[src/design/rtc_pkg.sv]
// Package: register map, field layout and types of the wake-up timer
package rtc_pkg;
  localparam logic [7:0] TIMER_CONTROL_REG_OFS = 8'hD1;
  localparam logic [7:0] RELOAD_HIGH_OFS = 8'hD2;
  localparam logic [7:0] RELOAD_LOW_OFS = 8'hD3;
  localparam int ENABLE_POS = 0;
  localparam int IRQ_EN_POS = 1;
  localparam int SRC_LO_POS = 5;
  localparam int FLAG_POS = 7;
  localparam logic [7:0] CONTROL_RESET = 8'h60;
  localparam logic [7:0] RELOAD_RESET = 8'h00;
  localparam logic [1:0] SRC_RESET = 2'h3;
  localparam logic [6:0] PRESCALE_ONES = 7'h7F;
  localparam logic [22:0] COUNT_ZERO = 23'h000000;

  typedef enum logic [1:0] {
    SRC_HF_XTAL = 2'h0,
    SRC_MF_XTAL = 2'h1,
    SRC_LF_XTAL = 2'h2,
    SRC_CPU = 2'h3
  } src_sel_t;

  typedef struct packed {
    logic [7:0] addr;
    logic [7:0] wdata;
    logic wr;
    logic rd;
  } bus_req_t;

  typedef struct packed {
    logic hf;
    logic mf;
    logic lf;
    logic cpu;
  } clk_ticks_t;
endpackage : rtc_pkg

[src/design/rtc_wakeup_down_counter.sv]
// Wake-up down counter: 7-bit prescaler plus 16-bit reloadable counter
`timescale 1ns/1ps
// Operation
// - Counter is 23 bits, decrements once per selected tick while enabled.
// - Low 7 bits are prescaler, high 16 bits loadable counter.
// - High reload byte feeds bits 22:15, low byte feeds bits 14:7.
// - Enable low holds the whole counter at zero.
// - Enable written to one while it is zero loads reload bytes plus seven ones first.
// - A selected tick while at zero reloads the counter and sets flag bit 7.
// - Timer runs only while control bit 0 is one.
// - Crystal or external clock as CPU clock forces CPU clock source.
// - Source field bits 6:5 applies only on RC or watchdog CPU clock.
// - Codes 00/01/10 pick high/medium/low crystal, 11 the CPU clock.
// - Source field changes are ignored while timer already enabled.
// - Enable and source may be set in one write; clear enable first.
// - Interrupt needs local, shared and global enables all set.
// - Vector shared with watchdog; flag tells the cause.
// - Set flag is a wake-up source from power-down.
// - Only power-on reset returns timer and registers to defaults.
// - Flag stays set until software clears it by writing the bit.
// - Power-down bit stops counting and holds the count; enable bit keeps its value.
module rtc_wakeup_down_counter
  import rtc_pkg::*;
(
  input wire logic clk_i,
  input wire logic srst_i,
  input wire logic [7:0] addr_i,
  input wire logic [7:0] wdata_i,
  input wire logic wr_i,
  input wire logic rd_i,
  input wire logic cpu_on_rc_or_wdog_i,
  input wire logic tick_hf_i,
  input wire logic tick_mf_i,
  input wire logic tick_lf_i,
  input wire logic tick_cpu_i,
  input wire logic timer_power_down_bit_i,
  input wire logic shared_wdog_timer_irq_enable_i,
  input wire logic global_irq_enable_i,
  output logic [7:0] rdata_o,
  output logic irq_o,
  output logic wake_o,
  output logic [22:0] count_o
);

  bus_req_t req;
  clk_ticks_t ticks;
  assign req = '{addr: addr_i, wdata: wdata_i, wr: wr_i, rd: rd_i};
  assign ticks = '{hf: tick_hf_i, mf: tick_mf_i, lf: tick_lf_i,
                   cpu: tick_cpu_i};

  logic enable_q, enable_d;
  logic irq_en_q, irq_en_d;
  logic flag_q, flag_d;
  logic [1:0] src_q, src_d;
  logic [7:0] reload_high_q, reload_low_q;
  logic [7:0] reload_high_d, reload_low_d;
  logic [22:0] count_q, count_d;
  logic [7:0] rdata_d;
  logic irq_d, wake_d;

  function automatic logic [22:0] reload_word(input logic [7:0] hi,
                                              input logic [7:0] lo);
    reload_word = {hi, lo, PRESCALE_ONES};
  endfunction : reload_word

  // One compare serves both the write and the read decoders
  function automatic logic at_addr(input logic [7:0] a,
                                   input logic [7:0] ofs);
    at_addr = (a == ofs);
  endfunction : at_addr

  wire sel_ctrl = at_addr(req.addr, TIMER_CONTROL_REG_OFS);
  wire sel_high = at_addr(req.addr, RELOAD_HIGH_OFS);
  wire sel_low = at_addr(req.addr, RELOAD_LOW_OFS);
  wire wr_ctrl = req.wr && sel_ctrl;
  wire wr_high = req.wr && sel_high;
  wire wr_low = req.wr && sel_low;

  // Rising edge of enable seen as a control write with enable newly set
  wire start = wr_ctrl && wdata_i[ENABLE_POS] && !enable_q;
  wire running = enable_q && !timer_power_down_bit_i;

  // Tick select: the CPU clock wins unless CPU runs on an RC or watchdog source
  src_sel_t src_eff;
  assign src_eff = cpu_on_rc_or_wdog_i ? src_sel_t'(src_q) : SRC_CPU;
  wire tick = (src_eff == SRC_HF_XTAL) ? ticks.hf :
              (src_eff == SRC_MF_XTAL) ? ticks.mf :
              (src_eff == SRC_LF_XTAL) ? ticks.lf : ticks.cpu;

  wire at_zero = (count_q == COUNT_ZERO);
  wire hit = running && tick && at_zero;
  wire pre_wrap = (count_q[6:0] == 7'h00);

  // Control register fields
  assign enable_d = wr_ctrl ? wdata_i[ENABLE_POS] : enable_q;
  assign irq_en_d = wr_ctrl ? wdata_i[IRQ_EN_POS] : irq_en_q;
  // Source accepted only while timer is off before this write
  assign src_d = (wr_ctrl && !enable_q) ? wdata_i[SRC_LO_POS +: 2]
                                        : src_q;
  // Set wins over a clearing write in the same cycle
  assign flag_d = hit ? 1'b1 :
                  (wr_ctrl && !wdata_i[FLAG_POS]) ? 1'b0 : flag_q;
  assign reload_high_d = wr_high ? wdata_i : reload_high_q;
  assign reload_low_d = wr_low ? wdata_i : reload_low_q;

  // Counter next value
  logic [22:0] dec_val;
  assign dec_val = pre_wrap ?
    {count_q[22:7] - 16'h0001, PRESCALE_ONES} :
    {count_q[22:7], count_q[6:0] - 7'h01};
  assign count_d = (!enable_d) ? COUNT_ZERO :
                   start ? reload_word(reload_high_q, reload_low_q) :
                   hit ? reload_word(reload_high_q, reload_low_q) :
                   (running && tick) ? dec_val : count_q;

  wire [7:0] ctrl_view = {flag_q, src_q, 3'h0, irq_en_q, enable_q};
  assign rdata_d = !req.rd ? 8'h00 :
                   sel_ctrl ? ctrl_view :
                   sel_high ? reload_high_q :
                   sel_low ? reload_low_q : 8'h00;

  assign irq_d = flag_d && irq_en_d && shared_wdog_timer_irq_enable_i
                 && global_irq_enable_i;
  assign wake_d = flag_d;

  // Synchronous reset stands for power-on reset only
  always_ff @(posedge clk_i) begin
    if (srst_i) begin
      enable_q <= CONTROL_RESET[ENABLE_POS];
    end else begin
      enable_q <= enable_d;
    end
  end

  always_ff @(posedge clk_i) begin
    if (srst_i) begin
      irq_en_q <= CONTROL_RESET[IRQ_EN_POS];
    end else begin
      irq_en_q <= irq_en_d;
    end
  end

  always_ff @(posedge clk_i) begin
    if (srst_i) begin
      flag_q <= CONTROL_RESET[FLAG_POS];
    end else begin
      flag_q <= flag_d;
    end
  end

  always_ff @(posedge clk_i) begin
    if (srst_i) begin
      src_q <= SRC_RESET;
    end else begin
      src_q <= src_d;
    end
  end

  always_ff @(posedge clk_i) begin
    if (srst_i) begin
      reload_high_q <= RELOAD_RESET;
    end else begin
      reload_high_q <= reload_high_d;
    end
  end

  always_ff @(posedge clk_i) begin
    if (srst_i) begin
      reload_low_q <= RELOAD_RESET;
    end else begin
      reload_low_q <= reload_low_d;
    end
  end

  always_ff @(posedge clk_i) begin
    if (srst_i) begin
      count_q <= COUNT_ZERO;
    end else begin
      count_q <= count_d;
    end
  end

  always_ff @(posedge clk_i) begin
    if (srst_i) begin
      rdata_o <= 8'h00;
    end else begin
      rdata_o <= rdata_d;
    end
  end

  always_ff @(posedge clk_i) begin
    if (srst_i) begin
      irq_o <= 1'b0;
    end else begin
      irq_o <= irq_d;
    end
  end

  always_ff @(posedge clk_i) begin
    if (srst_i) begin
      wake_o <= 1'b0;
    end else begin
      wake_o <= wake_d;
    end
  end

  always_ff @(posedge clk_i) begin
    if (srst_i) begin
      count_o <= COUNT_ZERO;
    end else begin
      count_o <= count_d;
    end
  end
endmodule : rtc_wakeup_down_counter

[config.mk]
export PLATFORM = sky130hd
export DESIGN_NAME = rtc_wakeup_down_counter
export DESIGN_NICKNAME = d
export VERILOG_FILES = /design/src/design/rtc_pkg.sv /design/src/design/rtc_wakeup_down_counter.sv
export SDC_FILE = /design/constraint.sdc
export NUM_CORES = 1
export LEC_CHECK = 0
export BUFFER_PORTS_ARGS = -buffer_cell sky130_fd_sc_hd__buf_4
export CAP_MARGIN = 20
export CORE_MARGIN = 2
export CORE_UTILIZATION = 51
export DETAILED_ROUTE_END_ITERATION = 10
export GPL_ROUTABILITY_DRIVEN = 0
export PLACE_DENSITY = 0.81
export SLEW_MARGIN = 20
export SYNTH_ARGS = -nofsm -noshare
export SYNTH_HDL_FRONTEND = slang
export SYNTH_SLANG_ARGS = --single-unit
export TNS_END_PERCENT = 50
[constraint.sdc]
create_clock -name clk_i -period 4.56 [get_ports clk_i]
set_input_delay 0.228 -clock clk_i [delete_from_list [all_inputs] [get_ports clk_i]]
set_output_delay 0.228 -clock clk_i [all_outputs]
set_load 0.01 [all_outputs]
==> metrics.md, run 1 <==
| Metric | Value |
|---|---|
| Worst setup SP type | flop |
| Total negative slack | 0 ns |
| Status | finished, final reports clean |
| Chip height | 76.8 um |
| Placed cells | 420 |
| Initial DRC Count | 222 |
| Syn Area/Cell | 8.80 sq um |
| Antenna Nets Post-Route | 0 |
| #FFs+latches synth | 53 |
| Number of synthesized flops with an enable pin | 0 |
| Number of I/O pins | 61 |
| CTS tree | yes |
| HPWL Detailed | 4980 um |
| Clock transition at the registers of the reported paths | 0.10 ns |
| Met3 Resource Use GR | 3.65% |
| Peak supply drop | 0.000154 V |
| Htree depth | 2 |
| Slew headroom | 50.5% |
| Cts bufs inserted | 5 |
| Req. time, crit path | 4.81 ns |
| Post-route clock period utilization | 56.9% |
| RSZ-0062 raised after global routing | no |
| Die width | 76.8 um |
| Starting Density | 52.9% |
| Routed vias | 2513 |
| Yosys Warn Count | 0 |
| Leakage | 1.40 nW |
| Critical path's slowest cell | a21oi_2 |
| CTS resizes | 0 |
| Maxcap violations | 0 |
| Largest net degree at the start of global routing | 23 |
| First-pass GRT wire length | 11500 um |
| Crit path capture type | flop |
| Worst Hold Launch | shared_wdog_timer_irq_enable_i |
| Fin cells | 428 |
| Pins Over Slew Limit | 0 |
| Share of layout cells above drive strength 1 | 25.4% |
| Via/cell ratio | 5.87 |
| Num rows | 26 |
| Met2 Use GR | 40.0% |
| Layer with the highest usage | met2 |
| Syn nets | 337 |
| Filler cells | 468 |
| Count of different cell masters after synthesis | 54 |
| Setup violators final | 0 |
| CTS Hold Bufs | 0 |
| Synth Instances | 307 |
| Initial antenna violation count | 0 |
| Setup Skew | 0.00617 ns |
| Sink Count | 53 |
| Residual DRC | 0 |
| Pwr Density | 240 nW/um^2 |
| WL/cell | 15.8 um |
| Pre-antenna DRT Iters | 4 |
| Postcts setup bufs | 0 |
| Period minus WS final | 2.60 ns |
| Number of global-route vias before repair | 2381 |
| Area growth syn-to-layout | 19.7% |
| Worst-case clock buffer depth | 2 |
| Crit-path max cell delay | 0.68 ns |
| Fmax achieved | 0.385 GHz |
| Met1 usage | 30.9% |
| Async SR Flop Fraction | 0% |
| Crit Path Category | flop to flop |
| Core area | 5110 sq um |
| Clk root buf | clkbuf_8 |
| Worst Setup SP | count_o[0] |
| Worst-margin pin slew | 0.740 ns |
| Crit path cell chain | inv_1, ha_1, nor2b_1, and2_1, and3b_1, a21oi_2, o221ai_1, a21oi_2 |
| Most used cell, CP | a21oi_2 |
| Path category of the worst min-delay check | primary input to flop |
| Total gr overflow | 0 |
| Worst EP arrival | 2.85 ns |
| GRT Overall Usage | 23.8% |
| Clock latency on the worst-skew pair | 0.31 ns |
| # diodes | 0 |
| Final wirelength | 6750 um |
| Fin. Hold Viols | 0 |
| Worst Path Max Fanout | 15 |
| Net count, final | 387 |
| Die ar. | 5900 sq um |
| Top FF cell, synth | dfxtp_1 |
| R2R Path Start | count_o[0] |
| Port buffer count | 60 |
| Synthesized area | 2700 sq um |
| Sequential cell area fraction in the yosys report | 39.3% |
-- layout by cell type (no fill, tap or decap), types with 4 or more instances in the layout --
cell and count:
o221ai_2 4, nor3b_1 7, a21oi_1 28, buf_4 60, dfxtp_1 53, o21ai_0 10
o21ai_1 6, nor3_1 9, o22ai_1 4, nand2_1 9, mux2i_1 21, nor3_2 5
nor4_1 7, nand3_1 11, a21oi_2 4, inv_1 10, nor2_1 47, clkbuf_8 5
xor2_1 4
-- path summary, 6_finish.rpt --
path	end	slack [ns]	cells after the start
worst max-delay path	count_o[9]	1.96	8
worst max register to register	count_o[9]	1.96	8
worst min-delay path	irq_o	0.15	3
worst min register to register	count_o[21]	0.50	2
-- cell type report --
type                       count  area (sq um)  area share, %
clock buffer                   5          68.8           2.13
inverter                      10          37.5           1.16
tap                           70          87.6           2.71
timing repair buffer          60           450           13.9
clock inverter                 3          21.3          0.658
sequential                    53          1060           32.8
multi-input combinational    227          1510           46.6
-- metal layers --
layer / up-vias / part of all wire, %
met5: - / 0
met4: 0 / 1.6
met3: 10 / 5.4
met2: 78 / 50
met1: 1203 / 43
li1: 1222 / -
-- flip-flops by register name (all words and copies together), names as in the netlist --
| name | count |
|---|---|
| count_o | 23 |
| rdata_o | 8 |
| reload_high_q | 8 |
| reload_low_q | 8 |
| src_q | 2 |
| enable_q | 1 |
| irq_en_q | 1 |
| irq_o | 1 |
| wake_o | 1 |
-- critical path, delay by kind of cell, from the launching register on --
kind	cells	cell delay [ns]
and+or+nand+nor	3	0.78
AOI/OAI and AO/OA	3	1.05
DFF	1	0.40
adders and majority gates	1	0.24
buffers and inverters	1	0.06
-- synth_stat cells, types with 3 or more instances --
| library cell | instances | area [sq um] |
|---|---|---|
| nor4_1 | 7 | 43.8 |
| a21oi_1 | 28 | 140 |
| nor3b_1 | 7 | 52.6 |
| a211oi_1 | 3 | 22.5 |
| or3b_1 | 3 | 26.3 |
| o221ai_2 | 4 | 60.1 |
| nand4_1 | 3 | 18.8 |
| nand2_1 | 9 | 33.8 |
| o21ai_0 | 10 | 50.1 |
| o21ai_1 | 6 | 30.0 |
| nor2_1 | 47 | 176 |
| o22ai_1 | 4 | 25.0 |
| a21oi_2 | 4 | 35.0 |
| clkbuf_1 | 9 | 33.8 |
| xor2_1 | 4 | 35.0 |
| a31oi_1 | 3 | 18.8 |
| nand3_1 | 11 | 55.1 |
| nor3_1 | 10 | 50.1 |
| dfxtp_1 | 53 | 1060 |
| buf_2 | 3 | 15.0 |
| nor3_2 | 4 | 40.0 |
| inv_1 | 10 | 37.5 |
| mux2i_1 | 21 | 210 |
-- power by group --
group,internal (W),switching [W]
registers,0.000463,0.000000272
clock network,0.000109,0.000166
logic,0.0000204,0.0000164
-- cells by family (layout without fill, tap and decap cells) --
kind of cell | after synthesis | after routing | synth area share [%]
flops | 53 | 53 | 39.3
compound gates | 74 | 74 | 18.4
xor+xnor | 5 | 5 | 1.62
mux | 22 | 22 | 8.34
buf+inv | 27 | 78 | 5.09
simple gates | 124 | 124 | 26.4
fa+ha+maj | 2 | 2 | 0.926
-- metrics by stage --
stage               total power (W)  util (%)  setup WS, ns  area (sq um)  hold WS (ns)
floorplan                  0.000487         -          2.60          2700         0.312
global placement           0.000509      61.5          2.06          3140         0.472
detailed placement         0.000510      61.5          2.05          3140         0.483
CTS                        0.000777      63.2          2.02          3230         0.147
global route               0.000797      63.3          1.83          3230         0.162
finish                     0.000775      63.3          1.96          3230         0.146
Power figures use the tool's default switching activity.
==> run 2, diff against run 1 <==
- CORE_UTILIZATION: 51 -> 49
- clock period: 4.56 -> 2.1 ns (I/O delays scaled with it)
==> run 2 against run 1 <==
Compared with the run above: final cell count increased by 7.0%; maximum frequency is 30% higher; sequential share of layout area decreased by 2.2 points; global-route usage rose by 0.45 points; clock power is 130% higher.
==> metrics.md, run 2 (same netlist as run 1, synthesis figures left out) <==
| Metric | Value |
|---|---|
| Antenna Nets Post-Route | 0 |
| Via/cell ratio | 5.75 |
| Clock Power Share | 36.6% |
| Net Sw Frac | 22.8% |
| Largest register FFs | 23 |
| Period minus WS final | 1.99 ns |
| Post-route clock period utilization | 94.8% |
| Worst EP arrival | 2.24 ns |
| Die ar. | 6120 sq um |
| Peak supply drop | 0.000321 V |
| Layer with the highest usage | met2 |
| Filler cells | 450 |
| Met1 usage | 31.2% |
| Met2 Use GR | 39.1% |
| Maxcap violations | 0 |
| Fin. Hold Viols | 0 |
| Worst reg2reg path depth | 8 |
| Initial DRC Count | 263 |
| Worst setup SP type | flop |
| Psw | 0.000391 W |
| Slew headroom | 71.0% |
| Clock transition at the registers of the reported paths | 0.10 ns |
| Die width | 78.3 um |
| Finished Cell Area | 3490 sq um |
| Crit-path max cell delay | 0.39 ns |
| Crit Path Category | flop to flop |
| Worst Hold Launch | shared_wdog_timer_irq_enable_i |
| Reg2Reg Setup Slack | 0.11 ns |
| Crit path depth | 8 |
| CTS tree | yes |
| Sink Count | 53 |
| CP Buf/Inv Count | 2 |
| Largest net degree at the start of global routing | 23 |
| RSZ-0062 raised after global routing | no |
| Clock latency on the worst-skew pair | 0.32 ns |
| WHS Path Cells | 3 |
| Power, Total | 0.00171 W |
| Pint | 0.00132 W |
| CTS Hold Bufs | 0 |
| Area growth syn-to-layout | 29.1% |
| Met3 Resource Use GR | 3.91% |
| Worst-margin pin slew | 0.435 ns |
| Leakage | 1.55 nW |
| Residual DRC | 0 |
| Fmax achieved | 0.502 GHz |
| # diodes | 0 |
| Req. time, crit path | 2.35 ns |
| Clk root buf | clkbuf_8 |
| Number of global-route vias before repair | 2534 |
| GRT Overall Usage | 24.3% |
| Pwr Density | 491 nW/um^2 |
| Fin util | 64.5% |
| Core area | 5410 sq um |
| Cts bufs inserted | 5 |
| Chip height | 78.3 um |
| Most common cell after layout, fill and taps aside | buf_4 |
| Worst Path Max Fanout | 7 |
| Path category of the worst min-delay check | primary input to flop |
| Setup violators final | 0 |
| Total negative slack | 0 ns |
| Reg-to-Reg End | count_o[9] |
| Routed vias | 2632 |
| Initial antenna violation count | 0 |
| Worst-case clock buffer depth | 2 |
| Total gr overflow | 0 |
| Hold Path End | irq_o |
| Largest register by flop count | count_o |
| Pins Over Slew Limit | 0 |
| Comb pwr share | 4.7% |
| Share of layout cells above drive strength 1 | 31.9% |
| Final hold slack | 0.0269 ns |
| Placed cell areas | 3340 sq um |
| WL/cell | 15.7 um |
| Top delay family on crit path | compound AO/OA/AOI/OAI gates |
| HPWL Detailed | 5320 um |
| Pre-antenna DRT Iters | 4 |
| R2R Path Start | src_q[0] |
| Crit path cell chain | mux2_4, o32ai_2, and3b_2, buf_4, a21oi_4, buf_6, o221ai_1, a21oi_2 |
| Seq pwr share | 58.7% |
| First-pass GRT wire length | 11800 um |
| Htree depth | 2 |
| Status | finished, final reports clean |
| Number of I/O pins | 61 |
| Num rows | 27 |
| Critical path's slowest cell | dfxtp_4 |
| Crit path capture type | flop |
| Net count, final | 415 |
| Commonest non-fill, non-tap cells in the layout | buf_4, dfxtp_1, nor2_1 |
| Starting Density | 50.0% |
| Port buffer count | 60 |
| Final wirelength | 7180 um |
| Setup Skew | 0.00701 ns |
-- run 2: layout make-up --
cell class / instances / area (sq um) / area share [%]
clock buffers: 6 / 82.6 / 2.37
repair buffers: 88 / 662 / 19.0
clock inverters: 2 / 16.3 / 0.466
flip-flops and latches: 53 / 1070 / 30.6
multi-input cells: 227 / 1530 / 44.0
inverters: 10 / 37.5 / 1.08
well taps: 72 / 90.1 / 2.58
-- run 2: what timing repair did --
item / 4_1_cts / 5_1_grt
endpoints found under the hold margin: 0 / 0
buffers inserted: 0 / 1
resized for setup: 0 / 10
setup endpoints to repair: 0 / 15
-- run 2: per-layer routing --
layer / vias up / share of wire [%]
met5: - / 0
met4: 0 / 3.4
met3: 19 / 6.5
met2: 113 / 48
met1: 1225 / 42
li1: 1275 / -
-- run 2: tightest hold or removal path, delay by kind of cell --
| family | cells | cell delay [ns] |
|---|---|---|
| compound gates | 1 | 0.04 |
| buf+inv | 1 | 0.10 |
| simple gates | 1 | 0.06 |
-- run 2: worst max-delay path by stage --
| stage | startpoint | end |
|---|---|---|
| floorplan | count_o[0] | count_o[10] |
| global placement | src_q[0] | count_o[9] |
| detailed placement | src_q[0] | count_o[9] |
| CTS | src_q[0] | count_o[9] |
| global route | count_o[1] | count_o[9] |
| finish | src_q[0] | count_o[9] |
-- run 2: metrics by stage --
stage / worst slack (ns) / std cells
6_report: 0.109 / 458
4_1_cts: 0.0335 / 456
3_5_place_dp: 0.0555 / 448
3_3_place_gp: 0.147 / 448
2_1_floorplan: 0.136 / 307
5_1_grt: 0.0113 / 458
-- run 2: power groups by stage --
stage / Clock, W / Combinational (W) / Sequential [W]
after CTS: 0.000636 / 0.0000806 / 0.00101
after detailed placement: 0 / 0.0000801 / 0.00103
after floorplan: 0 / 0.0000296 / 0.00103
after global routing: 0.000670 / 0.0000884 / 0.00100
final: 0.000627 / 0.0000810 / 0.00100
after global placement: 0 / 0.0000793 / 0.00103
==> run 3, diff against run 2 <==
- CORE_MARGIN: 2 -> 1.5
==> run 3 against run 2 <==
Compared with the run above: critical path depth decreased by 2; via count increased by 0.68%; combinational power increased by 2%; clock power increased by 17%; die area decreased by 2.5%; non-clock buffer count unchanged; flip-flop and latch count unchanged; sequential share of layout area decreased by 0.31 points; design area increased by 0.68%; setup slack improved by 0.027 ns; first-iteration DRC count decreased by 22%; sequential power about the same.
==> metrics.md, run 3 (same netlist as run 1, synthesis figures left out) <==
| Metric | Value |
|---|---|
| Status | finished, final reports clean |
| Filler cells | 420 |
| Req. time, crit path | 2.36 ns |
| CTS tree | yes |
| Clock latency on the worst-skew pair | 0.32 ns |
| Die width | 77.3 um |
| Peak supply drop | 0.000406 V |
| Worst EP arrival | 2.23 ns |
| Crit path capture type | flop |
| Core area | 5200 sq um |
| Crit Path Category | flop to flop |
| Fmax achieved | 0.509 GHz |
| WL/cell | 16.2 um |
| Pre-antenna DRT Iters | 4 |
| Placed cell areas | 3370 sq um |
| Starting Density | 51.9% |
| Chip height | 77.3 um |
| Hold Path End | irq_o |
| Net count, final | 415 |
| Sink Count | 53 |
| Leakage | 1.56 nW |
| Slew headroom | 71.7% |
| Setup violators final | 0 |
| Reg2Reg Setup Slack | 0.14 ns |
| Reg-to-Reg End | count_o[11] |
| Finished Cell Area | 3510 sq um |
| Initial antenna violation count | 0 |
| Residual DRC | 0 |
| Worst setup SP type | flop |
| Total gr overflow | 0 |
| Setup Skew | 0.0120 ns |
| Number of I/O pins | 61 |
| WHS Path Cells | 3 |
| Fin. Hold Viols | 0 |
| Worst-margin pin slew | 0.425 ns |
| Initial DRC Count | 206 |
| Most common cell after layout, fill and taps aside | buf_4 |
| GRT Overall Usage | 25.4% |
| Worst reg2reg path depth | 6 |
| R2R Path Start | count_o[9] |
| Period minus WS final | 1.96 ns |
| Pwr Density | 518 nW/um^2 |
| Worst Path Max Fanout | 12 |
| Commonest non-fill, non-tap cells in the layout | buf_4, dfxtp_1, nor2_1 |
| Clk root buf | clkbuf_8 |
| Number of global-route vias before repair | 2512 |
| Storage cell area | 1060 sq um |
| Die ar. | 5970 sq um |
| Cts bufs inserted | 5 |
| Htree depth | 2 |
| Largest register FFs | 23 |
| Antenna Nets Post-Route | 0 |
| Largest register by flop count | count_o |
| Largest net degree at the start of global routing | 23 |
| Worst Hold Launch | shared_wdog_timer_irq_enable_i |
| Via/cell ratio | 5.81 |
| Port buffer count | 60 |
| Num rows | 26 |
| Multi-input gate area | 1520 sq um |
| Routed vias | 2650 |
| Final wirelength | 7370 um |
| Share of layout cells above drive strength 1 | 31.6% |
| Area growth syn-to-layout | 30.0% |
| # diodes | 0 |
| Worst-case clock buffer depth | 2 |
| Pins Over Slew Limit | 0 |
| First-pass GRT wire length | 12000 um |
| HPWL Detailed | 5420 um |
| Maxcap violations | 0 |
| Clock transition at the registers of the reported paths | 0.11 ns |
| Post-route clock period utilization | 93.6% |
| Total negative slack | 0 ns |
| Path category of the worst min-delay check | primary input to flop |
## run 3: final cells by class
| cell class | count | share of cell area (%) |
|---|---|---|
| multi-input combinational | 227 | 43.3 |
| sequential | 53 | 30.3 |
| timing repair buffer | 88 | 19.5 |
| tap | 70 | 2.49 |
| clock buffer | 5 | 1.96 |
| clock inverter | 3 | 1.35 |
| inverter | 10 | 1.07 |
## run 3: worst max-delay path by stage
stage	depth (start not counted)	startpoint	endpoint
floorplan	9	count_o[0]	count_o[10]
global placement	6	src_q[0]	count_o[10]
detailed placement	6	count_o[15]	count_o[11]
CTS	6	count_o[9]	count_o[11]
global route	7	src_q[1]	count_o[5]
finish	6	count_o[9]	count_o[11]
## run 3: what timing repair did
action                     in CTS  in global routing
setup buffers                   0                  0
resized for setup               1                  4
setup endpoints to repair       3                 16
hold endpoints to repair        0                  0
hold buffers                    0                  0
## run 3: worst max-delay path, cell delays in order, from the launching register on
cell and delay [ns]:
dfxtp_1 0.35, nor4_4 0.45, nand2_4 0.15, or3_4 0.46, nand2_4 0.19, o21ai_0 0.15
a21oi_2 0.16
## run 3: per-layer routing
layer | part of all wire (%) | global-route usage (%)
met1 | 42 | 31.0
met2 | 49 | 43.2
met3 | 5.5 | 4.05
met4 | 4.1 | 12.2
met5 | 0 | 0
## run 3: power by group
group / switching (W) / internal, W
clock network: 0.000367 / 0.000364
registers: 0.000000634 / 0.00100
logic: 0.0000367 / 0.0000456
## run 3: through the flow
step                util, %  setup slack, ns  hold slack (ns)  total power (W)  instances
floorplan                 -            0.136            0.189          0.00106        307
global placement       64.8           0.0730            0.346          0.00111        448
detailed placement     64.8         -0.00674            0.359          0.00111        448
CTS                    67.2          0.00653           0.0206          0.00183        456
global route           67.5          -0.0284           0.0324          0.00188        456
finish                 67.5            0.135           0.0219          0.00182        456
